`config.mk`:
```
export PLATFORM = sky130hd
export DESIGN_NAME = prog_ctrl
export DESIGN_NICKNAME = d
export VERILOG_FILES = /design/src/design/prog_ctrl_pkg.sv /design/src/design/mode_capture.sv /design/src/design/prog_ctrl.sv
export SDC_FILE = /design/constraint.sdc
export NUM_CORES = 1
export LEC_CHECK = 0
export BUFFER_PORTS_ARGS = -buffer_cell sky130_fd_sc_hd__buf_4
export CAP_MARGIN = 15
export CORE_UTILIZATION = 38
export DETAILED_ROUTE_END_ITERATION = 8
export PLACE_DENSITY = 0.79
export SETUP_SLACK_MARGIN = 0.1
export SLEW_MARGIN = 20
export SYNTH_ARGS = -nofsm -noshare
export SYNTH_HDL_FRONTEND = slang
export SYNTH_SLANG_ARGS = --single-unit
export TNS_END_PERCENT = 50
```
`constraint.sdc`:
```
create_clock -name clk_i -period 1.6 [get_ports clk_i]
set_clock_uncertainty 0.05 [all_clocks]
set_input_delay 0.32 -clock clk_i [delete_from_list [all_inputs] [get_ports clk_i]]
set_output_delay 0.32 -clock clk_i [all_outputs]
set_load 0.005 [all_outputs]
```
`src/design/prog_ctrl_pkg.sv`:
```
// Constants for the one-time-programmable array control block
package prog_ctrl_pkg;
	// ************************************
	// Register map
	// ************************************
	localparam logic [7:0] PROGRAM_CONTROL_OFS = 8'h1C;
	localparam logic [7:0] MODE_STATUS_OFS     = 8'h20;
	localparam int         LATCH_BIT           = 1;
	localparam int         POWER_BIT           = 0;
	localparam logic [1:0] CONTROL_RESET       = 2'h0;
	// Reserved control bits read as zero
	localparam logic [5:0] RESERVED_READ       = 6'h00;
	// ************************************
	// Array window and mode
	// ************************************
	localparam logic [7:0] ARRAY_BASE_PAGE     = 8'h01;
	localparam int         ARRAY_ADDR_W        = 14;
	localparam int         MODE_PIN_HOLD_CYC   = 2;
	localparam int         BOOT_RESET_CYC      = 4064;
	typedef enum logic [0:0] {
		MODE_USER      = 1'b0,
		MODE_BOOTSTRAP = 1'b1
	} op_mode_e;
endpackage : prog_ctrl_pkg

```
`src/design/mode_capture.sv`:
```
// Operating mode capture at reset release
`timescale 1ns/10ps
`default_nettype none
module mode_capture
	import prog_ctrl_pkg::*;
(
	// Clock and reset
	input  wire logic clk_i,
	input  wire logic rst_i,
	// Mode pins
	input  wire logic irq_high_voltage_i,
	input  wire logic mode_select_port_pin_i,
	// Result
	output op_mode_e  mode_o,
	output logic      mode_valid_o
);
	logic rst_seen;

	// ************************************
	// Sample pins on first edge after release
	// ************************************
	always_ff @(posedge clk_i) begin
		if (rst_i) begin
			rst_seen     <= 1'b1;
			mode_valid_o <= 1'b0;
			mode_o       <= MODE_USER;
		end else if (rst_seen) begin
			rst_seen     <= 1'b0;
			mode_valid_o <= 1'b1;
			if (irq_high_voltage_i && mode_select_port_pin_i) begin
				mode_o <= MODE_BOOTSTRAP;
			end else begin
				mode_o <= MODE_USER;
			end
		end
	end
endmodule : mode_capture
`default_nettype wire

```
`src/design/prog_ctrl.sv`:
```
// Programming control register, array latches and mode select
// Overview of operation
// - Reset release with normal interrupt pin level enters user mode.
// - Reset release with high-voltage interrupt pin and port pin high enters bootstrap.
// - User mode fetches all vectors from the programmable array.
// - Control register at 0x1C; low two bits reset to zero.
// - Latch set: array writes capture address and data; reads blocked.
// - Latch clear: array serves normal reads.
// - Power bit drives array power; reads and acts zero unless latch set.
// - One write may clear both power and latch bits.
`timescale 1ns/10ps
`default_nettype none
module prog_ctrl
	import prog_ctrl_pkg::*;
#(
	parameter int ADDR_W = ARRAY_ADDR_W
)(
	// Clock and reset
	input  wire logic              clk_i,
	input  wire logic              rst_i,
	// Avalon-MM register slave
	input  wire logic [7:0]        avs_address_i,
	input  wire logic              avs_read_i,
	input  wire logic              avs_write_i,
	input  wire logic [31:0]       avs_writedata_i,
	input  wire logic [3:0]        avs_byteenable_i,
	output logic [31:0]            avs_readdata_o,
	output logic                   avs_waitrequest_o,
	// CPU array access
	input  wire logic              cpu_array_write_i,
	input  wire logic              cpu_array_read_i,
	input  wire logic [ADDR_W-1:0] cpu_array_addr_i,
	input  wire logic [7:0]        cpu_array_wdata_i,
	output logic [7:0]             cpu_array_rdata_o,
	output logic                   cpu_array_rvalid_o,
	// Array side
	input  wire logic [7:0]        array_rdata_i,
	output logic [ADDR_W-1:0]      array_addr_o,
	output logic [7:0]             array_latched_data_o,
	output logic                   array_read_en_o,
	output logic                   array_program_power_o,
	// Mode pins and mode
	input  wire logic              irq_high_voltage_i,
	input  wire logic              mode_select_port_pin_i,
	output logic                   bootstrap_mode_o,
	output logic                   vector_from_array_o
);
	logic              array_latch_control;
	logic              program_power_command;
	logic              rd_ack;
	logic              wr_fire;
	logic              sel_ctrl;
	logic              sel_mode;
	logic              mode_valid;
	logic [ADDR_W-1:0] latched_addr;
	op_mode_e          mode;

	// ************************************
	// Mode capture
	// ************************************
	mode_capture u_mode (
		.clk_i                  (clk_i),
		.rst_i                  (rst_i),
		.irq_high_voltage_i     (irq_high_voltage_i),
		.mode_select_port_pin_i (mode_select_port_pin_i),
		.mode_o                 (mode),
		.mode_valid_o           (mode_valid)
	);

	assign bootstrap_mode_o    = (mode == MODE_BOOTSTRAP);
	assign vector_from_array_o = (mode == MODE_USER);

	// ************************************
	// Bus slave
	// ************************************
	// Writes finish in one cycle, reads take one extra for registered data
	assign sel_ctrl          = (avs_address_i == PROGRAM_CONTROL_OFS);
	assign sel_mode          = (avs_address_i == MODE_STATUS_OFS);
	assign wr_fire           = avs_write_i && !avs_read_i;
	assign avs_waitrequest_o = avs_read_i && !rd_ack;

	always_ff @(posedge clk_i) begin
		if (rst_i) begin
			rd_ack <= 1'b0;
		end else begin
			rd_ack <= avs_read_i && !rd_ack;
		end
	end

	always_ff @(posedge clk_i) begin
		if (rst_i) begin
			avs_readdata_o <= 32'h0000_0000;
		end else if (avs_read_i && !rd_ack) begin
			if (sel_ctrl) begin
				avs_readdata_o <= {24'h00_0000, RESERVED_READ, array_latch_control,
					program_power_command && array_latch_control};
			end else if (sel_mode) begin
				avs_readdata_o <= {30'h0000_0000, mode_valid, bootstrap_mode_o};
			end else begin
				avs_readdata_o <= 32'h0000_0000;
			end
		end
	end

	// ************************************
	// Control register
	// ************************************
	// control register reset
	always_ff @(posedge clk_i) begin
		if (rst_i) begin
			{array_latch_control, program_power_command} <= CONTROL_RESET;
		end else if (wr_fire && sel_ctrl && avs_byteenable_i[0]) begin
			array_latch_control   <= avs_writedata_i[LATCH_BIT];
			program_power_command <= avs_writedata_i[POWER_BIT] && avs_writedata_i[LATCH_BIT];
		end else if (!array_latch_control) begin
			program_power_command <= 1'b0;
		end
	end

	assign array_program_power_o = program_power_command && array_latch_control;

	// ************************************
	// Array latches
	// ************************************
	always_ff @(posedge clk_i) begin
		if (rst_i) begin
			latched_addr         <= '0;
			array_latched_data_o <= 8'h00;
		end else if (array_latch_control && cpu_array_write_i) begin
			latched_addr         <= cpu_array_addr_i;
			array_latched_data_o <= cpu_array_wdata_i;
		end
	end

	assign array_addr_o    = array_latch_control ? latched_addr : cpu_array_addr_i;
	assign array_read_en_o = cpu_array_read_i && !array_latch_control;

	always_ff @(posedge clk_i) begin
		if (rst_i) begin
			cpu_array_rdata_o  <= 8'h00;
			cpu_array_rvalid_o <= 1'b0;
		end else begin
			cpu_array_rvalid_o <= array_read_en_o;
			cpu_array_rdata_o  <= array_read_en_o ? array_rdata_i : 8'h00;
		end
	end
endmodule : prog_ctrl
`default_nettype wire

```
==> reports/qor.txt, run 1 <==
die area -> 4980 um2
overall power -> 1.88 mW
vias per cell -> 4.55
minimum clock period -> 1660 ps
setup TNS -> -607 ps
utilization after layout -> 0.594
Worst path max stage delay -> 410 ps
Die Y -> 70.6 um
TritonCTS buffer count -> 5
DR WL/cell -> 11.9 um
global-route wire length before repair -> 6.04 mm
antenna cells -> 0
residual overflow from global routing -> 0
pwr dens -> 711 nW/um2
Core ar. -> 4440 um2
DRT antenna net count -> 0
Avg Inst Size Synth -> 8.93 um2
fin worst setup slack -> -63.8 ps
Core Rows -> 24
path depth of the worst reg2reg path -> 5
leading area contributor after synthesis -> dfxtp_1
I/O Buffers -> 86
RSZ-0062 raised after global routing -> true
status -> complete, but fails checks
Die W -> 70.6 um
largest net degree at the start of global routing -> 34
endpoint class of the critical path -> output port
TritonRoute pass-1 iters -> 6
Vias -> 1,565
Most used DFF post-synth -> dfxtp_1
Yosys top cell area share -> 0.437
reg2reg setup slack -> 230 ps
Pins Over Slew Limit -> 0
worst-path maximum fanout -> 8
hold path depth -> 2
FILL cells -> 410
CP startpoint kind -> flop
Synth warnings -> 0
maximum buffer depth of the clock tree -> 2
clock sinks -> 39
number of nets in the layout -> 373
Root Buffer Master -> clkbuf_8
synth unique cells -> 23
vias in the first global route -> 1,440
Commonest cells post-synth -> 45 x nand2_1, 39 x dfxtp_1, 33 x buf_4
R2R Path End -> array_latched_data_o[7]
cts hold-fix bufs -> 0
clk slew on worst S/H paths -> 70 ps
Hold Crit Start -> array_rdata_i[3]
H-tree Lvls -> 2
CTS tree -> built
worst min path class -> input port to flop
Placement Cell Area -> 2370 um2
final count of hold timing violations -> 0
Area contributors post-synth -> dfxtp_1 44%, buf_4 14%, nand2_1 9.5%
Mapped Cells -> 200
Initial Util -> 0.402
dpl hpwl -> 2.81 mm
share of the yosys chip area belonging to registers -> 0.437
Setup Viol. Count Final -> 14
share of cells above drive strength 1 -> 0.414
VDD IR-drop max -> 0.000342 V
r2r startpoint -> array_latch_control
num ports -> 150
share of flip-flops with an asynchronous set or reset -> 0
final wirelength -> 4.10 mm
WHS Endpoint -> cpu_array_rdata_o[3]
synthesized area -> 1790 um2
Register Area -> 785 um2
CP Class -> flop to output port
final period utilization -> 1.04
failing checks -> DRC, setup timing
Multi-input gate area -> 891 um2
critical path cell sequence -> clkbuf_16 -> mux2_4 -> buf_6
DR DRC count -> 14
1st-iter DRT viols -> 67
Skew-Pair Late Insertion Delay -> 280 ps
max cap viols -> 0
Post-Layout Inst Area -> 2640 um2
GRT Resource Usage Total -> 0.151
Peak Freq -> 0.601 GHz
Placer Congestion -> 0.681
Lkg Pwr -> 1.20 nW
initial antenna violation count -> 0
most numerous cell in the Yosys netlist -> nand2_1
Post-synth EDFFs -> 0
Yosys reg bits -> 39
Area growth syn-to-layout -> 47.7%
arrival time worst endpoint -> 1290 ps
critical path required time -> 1230 ps
slowest cell on the critical path -> dfxtp_4
[worst max-delay path: cells and delay by family (launching register included)]
kind / cells / cell delay, ps
flops: 1 / 410
mux: 1 / 300
buf+inv: 2 / 290
[flip-flops by register name (all words and copies together), names as in the netlist, 2 cells and up]
| register | flops |
|---|---|
| array_latched_data_o | 8 |
| avs_readdata_o | 2 |
| cpu_array_rdata_o | 8 |
| latched_addr | 14 |
[routing by layer]
| metal | global-route usage | routed length, um |
|---|---|---|
| met1 | 0.162 | 1610 |
| met2 | 0.286 | 2220 |
| met3 | 0.0328 | 241 |
| met4 | 0.0600 | 37 |
| met5 | 0 | 0 |
[worst max-delay path by stage]
stage / startpoint / endpoint / slack [ps] / cells past startpoint
finish: array_latch_control / array_addr_o[2] / -60 / 3
global route: array_latch_control / array_addr_o[2] / -100 / 3
CTS: array_latch_control / array_addr_o[13] / -90 / 3
detailed placement: array_latch_control / array_addr_o[13] / 140 / 3
global placement: array_latch_control / array_addr_o[13] / 150 / 3
floorplan: array_latch_control / array_addr_o[0] / 220 / 3
[power breakdown]
part / internal (mW) / total (mW) / switching [mW]
sequential: 0.983 / 0.989 / 0.00609
combinational: 0.162 / 0.254 / 0.0920
clock: 0.306 / 0.632 / 0.326
[cell usage in the layout (no fill, tap or decap), types with 3 or more instances in the layout]
cell type	count
mux2_4	14
nand4_1	4
nand2_1	45
nand2b_1	4
clkbuf_8	5
conb_1	30
a21oi_1	23
buf_4	78
nand3b_1	3
buf_6	14
and2_1	10
dfxtp_1	38
[through the flow]
stage	hold slack [ps]	worst slack (ps)	std cells
after floorplan	298	216	229
after global placement	389	154	332
after detailed placement	396	143	332
after CTS	171	-93.2	340
after global routing	169	-105	344
final	183	-63.8	344
[cells by family after synthesis]
group                  Yosys count  synth area share
AOI/OAI and AO/OA               23            0.0644
other                            1           0.00210
DFF                             39             0.437
and+or+nand+nor                 80             0.237
muxes                           16            0.0994
buffers and inverters           41             0.160
[cell type report]
type | count | share of cell area
sequential | 39 | 0.297
clock inverter | 1 | 0.00190
clock buffer | 7 | 0.0289
tap | 52 | 0.0247
timing repair buffer | 95 | 0.308
inverter | 1 | 0.00142
multi-input combinational | 149 | 0.338
[timing repair]
action	CTS	global route
endpoints found under the setup margin	14	15
gates resized for setup	2	31
setup buffers	0	2
gates cloned	0	2
Power figures use the tool's default switching activity.
==> inputs of run 2 (changes only) <==
--- a/config.mk
+++ b/config.mk
@@ -9,8 +9,10 @@
 export CAP_MARGIN = 15
 export CORE_UTILIZATION = 38
 export DETAILED_ROUTE_END_ITERATION = 8
+export HOLD_SLACK_MARGIN = 0.06
 export PLACE_DENSITY = 0.79
 export SETUP_SLACK_MARGIN = 0.1
+export SKIP_LAST_GASP = 1
 export SLEW_MARGIN = 20
 export SYNTH_ARGS = -nofsm -noshare
 export SYNTH_HDL_FRONTEND = slang
==> run 2 against run 1 <==
  * The flow still finishes with violations (DRC, setup timing)
  * Via count grew 0.51%
  * Setup slack gained 1.9 ps
  * Worst hold slack hardly changed
  * Final cell count stayed put
  * Final area down 0.81%
  * Core utilization decreased by 0.48 points
  * Global-route usage did not move
  * Critical path depth unchanged
  * Largest cell class unchanged
==> reports/qor.txt, run 2 (synthesized netlist as in run 1, its figures left out) <==
r2r startpoint -> array_latch_control
clock sinks -> 39
vias in the first global route -> 1,440
Peak Freq -> 0.602 GHz
path depth of the worst reg2reg path -> 5
Skew-Pair Late Insertion Delay -> 280 ps
DRT antenna net count -> 0
fin worst setup slack -> -61.9 ps
VDD IR-drop max -> 0.000342 V
max reg flops -> 14
largest net degree at the start of global routing -> 34
Die W -> 70.6 um
Core Rows -> 24
overall power -> 1.87 mW
share of cells above drive strength 1 -> 0.408
TritonRoute pass-1 iters -> 6
RSZ-0062 raised after global routing -> true
hold slack -> 184 ps
Setup Viol. Count Final -> 14
die area -> 4980 um2
most common cell after layout, fill and taps aside -> buf_4
Core ar. -> 4440 um2
antenna cells -> 0
Die Y -> 70.6 um
R2R Path End -> cpu_array_rdata_o[4]
hold path depth -> 2
Initial Util -> 0.402
GRT Resource Usage Total -> 0.151
final wirelength -> 4.10 mm
most frequent cells in the layout -> 81 x buf_4, 45 x nand2_1, 38 x dfxtp_1, 30 x conb_1, 23 x a21oi_1
number of nets in the layout -> 373
status -> complete, but fails checks
final count of hold timing violations -> 0
worst-path maximum fanout -> 8
Top Registers -> latched_addr (14), array_latched_data_o (8), cpu_array_rdata_o (8)
residual overflow from global routing -> 0
Area growth syn-to-layout -> 46.5%
endpoint class of the critical path -> output port
WHS Endpoint -> cpu_array_rdata_o[3]
final period utilization -> 1.04
CP Class -> flop to output port
Vias -> 1,573
minimum clock period -> 1660 ps
CTS tree -> built
H-tree Lvls -> 2
pre-CTS WS -> 143 ps
maximum buffer depth of the clock tree -> 2
DR WL/cell -> 11.9 um
utilization after layout -> 0.589
arrival time worst endpoint -> 1290 ps
setup TNS -> -614 ps
Placement Cell Area -> 2370 um2
failing checks -> DRC, setup timing
critical path required time -> 1230 ps
Placer Congestion -> 0.681
Post-Layout Inst Area -> 2620 um2
pwr dens -> 714 nW/um2
vias per cell -> 4.57
cts hold-fix bufs -> 0
reg2reg setup slack -> 80 ps
Multi-input gate area -> 881 um2
1st-iter DRT viols -> 69
initial antenna violation count -> 0
Cell Count, Final, Fillers Out -> 344
num ports -> 150
Lkg Pwr -> 1.19 nW
Root Buffer Master -> clkbuf_8
global-route wire length before repair -> 6.04 mm
dpl hpwl -> 2.81 mm
Hold Crit Start -> array_rdata_i[3]
Pins Over Slew Limit -> 0
Top reg by flops -> latched_addr
Register Area -> 785 um2
FILL cells -> 413
DR DRC count -> 14
CP startpoint kind -> flop
dpl cells -> 332
I/O Buffers -> 86
TritonCTS buffer count -> 5
max cap viols -> 0
worst min path class -> input port to flop
clk slew on worst S/H paths -> 70 ps
==> run 2: cell counts in the layout (fill, tap and decap cells not counted) <==
No cell type changed its count.
==> run 2: area by class of cell <==
| type | count | area share |
|---|---|---|
| clock inverter | 1 | 0.00191 |
| clock buffer | 7 | 0.0292 |
| multi-input combinational | 149 | 0.337 |
| tap | 52 | 0.0249 |
| inverter | 1 | 0.00143 |
| sequential | 39 | 0.300 |
| timing repair buffer | 95 | 0.306 |
==> run 2: how the worst max path moves through the flow <==
stage                        startpoint          endpoint  slack, ps  cells past startpoint
floorplan           array_latch_control   array_addr_o[0]        220                      3
global route        array_latch_control   array_addr_o[2]       -100                      3
finish              array_latch_control   array_addr_o[2]        -60                      3
CTS                 array_latch_control  array_addr_o[13]        -90                      3
detailed placement  array_latch_control  array_addr_o[13]        140                      3
global placement    array_latch_control  array_addr_o[13]        150                      3
==> run 2: what timing repair did <==
action | 4_1_cts | 5_1_grt
hold endpoints to repair | 0 | 0
pin swaps | 0 | 0
setup endpoints to repair | 14 | 15
cloned | 0 | 2
setup buffers | 0 | 2
gates resized for setup | 2 | 25
==> run 2: per-layer routing <==
metal,part of all wire,wire length (um),vias up,GRT usage
met4,0.0090,37,0,0.0600
met5,0,0,-,0
met1,0.39,1610,731,0.162
met3,0.059,242,5,0.0328
met2,0.54,2210,64,0.286
li1,-,-,773,-
==> run 2: where the power goes <==
| group | total [mW] | internal, mW | leakage (nW) | switching [mW] |
|---|---|---|---|---|
| Combinational | 0.249 | 0.158 | 0.831 | 0.0912 |
| Sequential | 0.989 | 0.983 | 0.317 | 0.00609 |
| Clock | 0.631 | 0.306 | 0.0422 | 0.325 |
==> run 2: critical path, cell delays in order (launching register included) <==
cell       delay (ps)
dfxtp_4           410
clkbuf_16         170
mux2_4            300
buf_6             120
==> inputs of run 3 (changes only) <==
--- a/config.mk
+++ b/config.mk
@@ -7,10 +7,12 @@
 export LEC_CHECK = 0
 export BUFFER_PORTS_ARGS = -buffer_cell sky130_fd_sc_hd__buf_4
 export CAP_MARGIN = 15
-export CORE_UTILIZATION = 38
+export CELL_PAD_IN_SITES_DETAIL_PLACEMENT = 1
+export CELL_PAD_IN_SITES_GLOBAL_PLACEMENT = 1
+export CORE_UTILIZATION = 25
 export DETAILED_ROUTE_END_ITERATION = 8
 export HOLD_SLACK_MARGIN = 0.06
-export PLACE_DENSITY = 0.79
+export PLACE_DENSITY_LB_ADDON = 0.1
 export SETUP_SLACK_MARGIN = 0.1
 export SKIP_LAST_GASP = 1
 export SLEW_MARGIN = 20
==> run 3 against run 2 <==
  * The flow finishes with violations (setup timing)
  * Non-clock buffer count rose by 3
  * Routed wire length rose by 14%
  * Count of clock-buffer cells in the layout fell by 1
  * Die area rose by 50%
  * Sequential share of layout area fell by 1.8 points
  * Critical path depth did not move
  * Largest power group unchanged
==> reports/qor.txt, run 3 (synthesized netlist as in run 1, its figures left out) <==
Core Rows -> 30
antenna cells -> 0
vias in the first global route -> 1,489
r2r startpoint -> array_latch_control
R2R Path End -> latched_addr[1]
Die Y -> 86.5 um
dpl hpwl -> 3.24 mm
final period utilization -> 1.01
failing checks -> setup timing
global-route wire length before repair -> 7.25 mm
Setup Viol. Count Final -> 14
most common cell after layout, fill and taps aside -> buf_4
CP Class -> flop to output port
Skew-Pair Late Insertion Delay -> 290 ps
status -> complete, but fails checks
RSZ-0062 raised after global routing -> true
clock sinks -> 39
pre-CTS WS -> 214 ps
CTS tree -> built
Multi-input gate area -> 896 um2
Area growth syn-to-layout -> 56.0%
minimum clock period -> 1620 ps
Initial Util -> 0.262
I/O Buffers -> 86
share of cells above drive strength 1 -> 0.431
VDD IR-drop max -> 0.000314 V
1st-iter DRT viols -> 29
DR WL/cell -> 11.9 um
H-tree Lvls -> 2
num ports -> 150
Placer Congestion -> 0.755
GRT Resource Usage Total -> 0.127
die area -> 7490 um2
clk slew on worst S/H paths -> 80 ps
final count of hold timing violations -> 0
Peak Freq -> 0.617 GHz
Root Buffer Master -> clkbuf_8
vias per cell -> 4.04
dpl cells -> 377
DR DRC count -> 0
maximum buffer depth of the clock tree -> 2
initial antenna violation count -> 0
Pins Over Slew Limit -> 0
Top reg by flops -> latched_addr
WHS Endpoint -> cpu_array_rdata_o[7]
DRT antenna net count -> 0
Hold Crit Start -> array_rdata_i[7]
utilization after layout -> 0.408
residual overflow from global routing -> 0
Die W -> 86.5 um
max reg flops -> 14
endpoint class of the critical path -> output port
cts hold-fix bufs -> 0
worst min path class -> input port to flop
path depth of the worst reg2reg path -> 7
final wirelength -> 4.67 mm
overall power -> 2.21 mW
Top Registers -> latched_addr (14), array_latched_data_o (8), cpu_array_rdata_o (8)
number of nets in the layout -> 376
worst-path maximum fanout -> 6
CP startpoint kind -> flop
max cap viols -> 0
Register Area -> 785 um2
Cell Count, Final, Fillers Out -> 391
hold path depth -> 2
Vias -> 1,579
critical path required time -> 1230 ps
TritonCTS buffer count -> 5
TritonRoute pass-1 iters -> 4
largest net degree at the start of global routing -> 34
fin worst setup slack -> -20.1 ps
Core ar. -> 6830 um2
arrival time worst endpoint -> 1250 ps
reg2reg setup slack -> 200 ps
FILL cells -> 819
most frequent cells in the layout -> 78 x buf_4, 44 x nand2_1, 38 x dfxtp_1, 30 x conb_1, 23 x a21oi_1
pwr dens -> 794 nW/um2
Lkg Pwr -> 1.25 nW
## run 3: critical path, cell delays in order, from the launching register on
cell	delay, ps
dfxtp_4	390
buf_8	140
mux2_4	310
buf_6	120
## run 3: layout make-up
type,count,area share
Tap cell,96,0.0431
Multi-Input combinational cell,149,0.322
Clock inverter,2,0.0216
Inverter,1,0.00135
Timing Repair Buffer,98,0.305
Clock buffer,6,0.0260
Sequential cell,39,0.282
## run 3: worst max path at each step
stage                              from          endpoint  slack (ps)  cells past startpoint
floorplan           array_latch_control   array_addr_o[0]         220                      3
global placement    array_latch_control  array_addr_o[13]         210                      3
detailed placement  array_latch_control  array_addr_o[11]         210                      3
CTS                 array_latch_control  array_addr_o[11]         -40                      3
global route        array_latch_control   array_addr_o[1]         -60                      3
finish              array_latch_control   array_addr_o[1]         -20                      3
## run 3: per-stage QoR
stage               instance area [um2]  TNS [ps]  hold WS (ps)
global placement                   2450         0           391
CTS                                2730      -471           166
global route                       2790      -748           167
detailed placement                 2450         0           397
floorplan                          1900         0           298
finish                             2790      -167           178
## run 3: repair_timing
| item | CTS | global route |
|---|---|---|
| gates resized for setup | 33 | 9 |
| endpoints found under the setup margin | 15 | 36 |
| pin swaps | 0 | 1 |
| gates cloned | 1 | 1 |
| buffers inserted | 3 | 1 |
| endpoints found under the hold margin | 0 | 0 |
## run 3: routing by layer
metal | wire length (um) | GRT usage | vias up
met5 | 0 | 0 | -
met4 | 68 | 0.0455 | 0
met3 | 288 | 0.0343 | 7
met2 | 2430 | 0.219 | 62
met1 | 1880 | 0.150 | 730
li1 | - | - | 780
## run 3: report_power, final
group	switching [mW]	internal [mW]	leakage, nW	total [mW]
logic	0.0920	0.163	0.865	0.255
registers	0.00691	0.983	0.317	0.990
clock network	0.343	0.623	0.0654	0.966
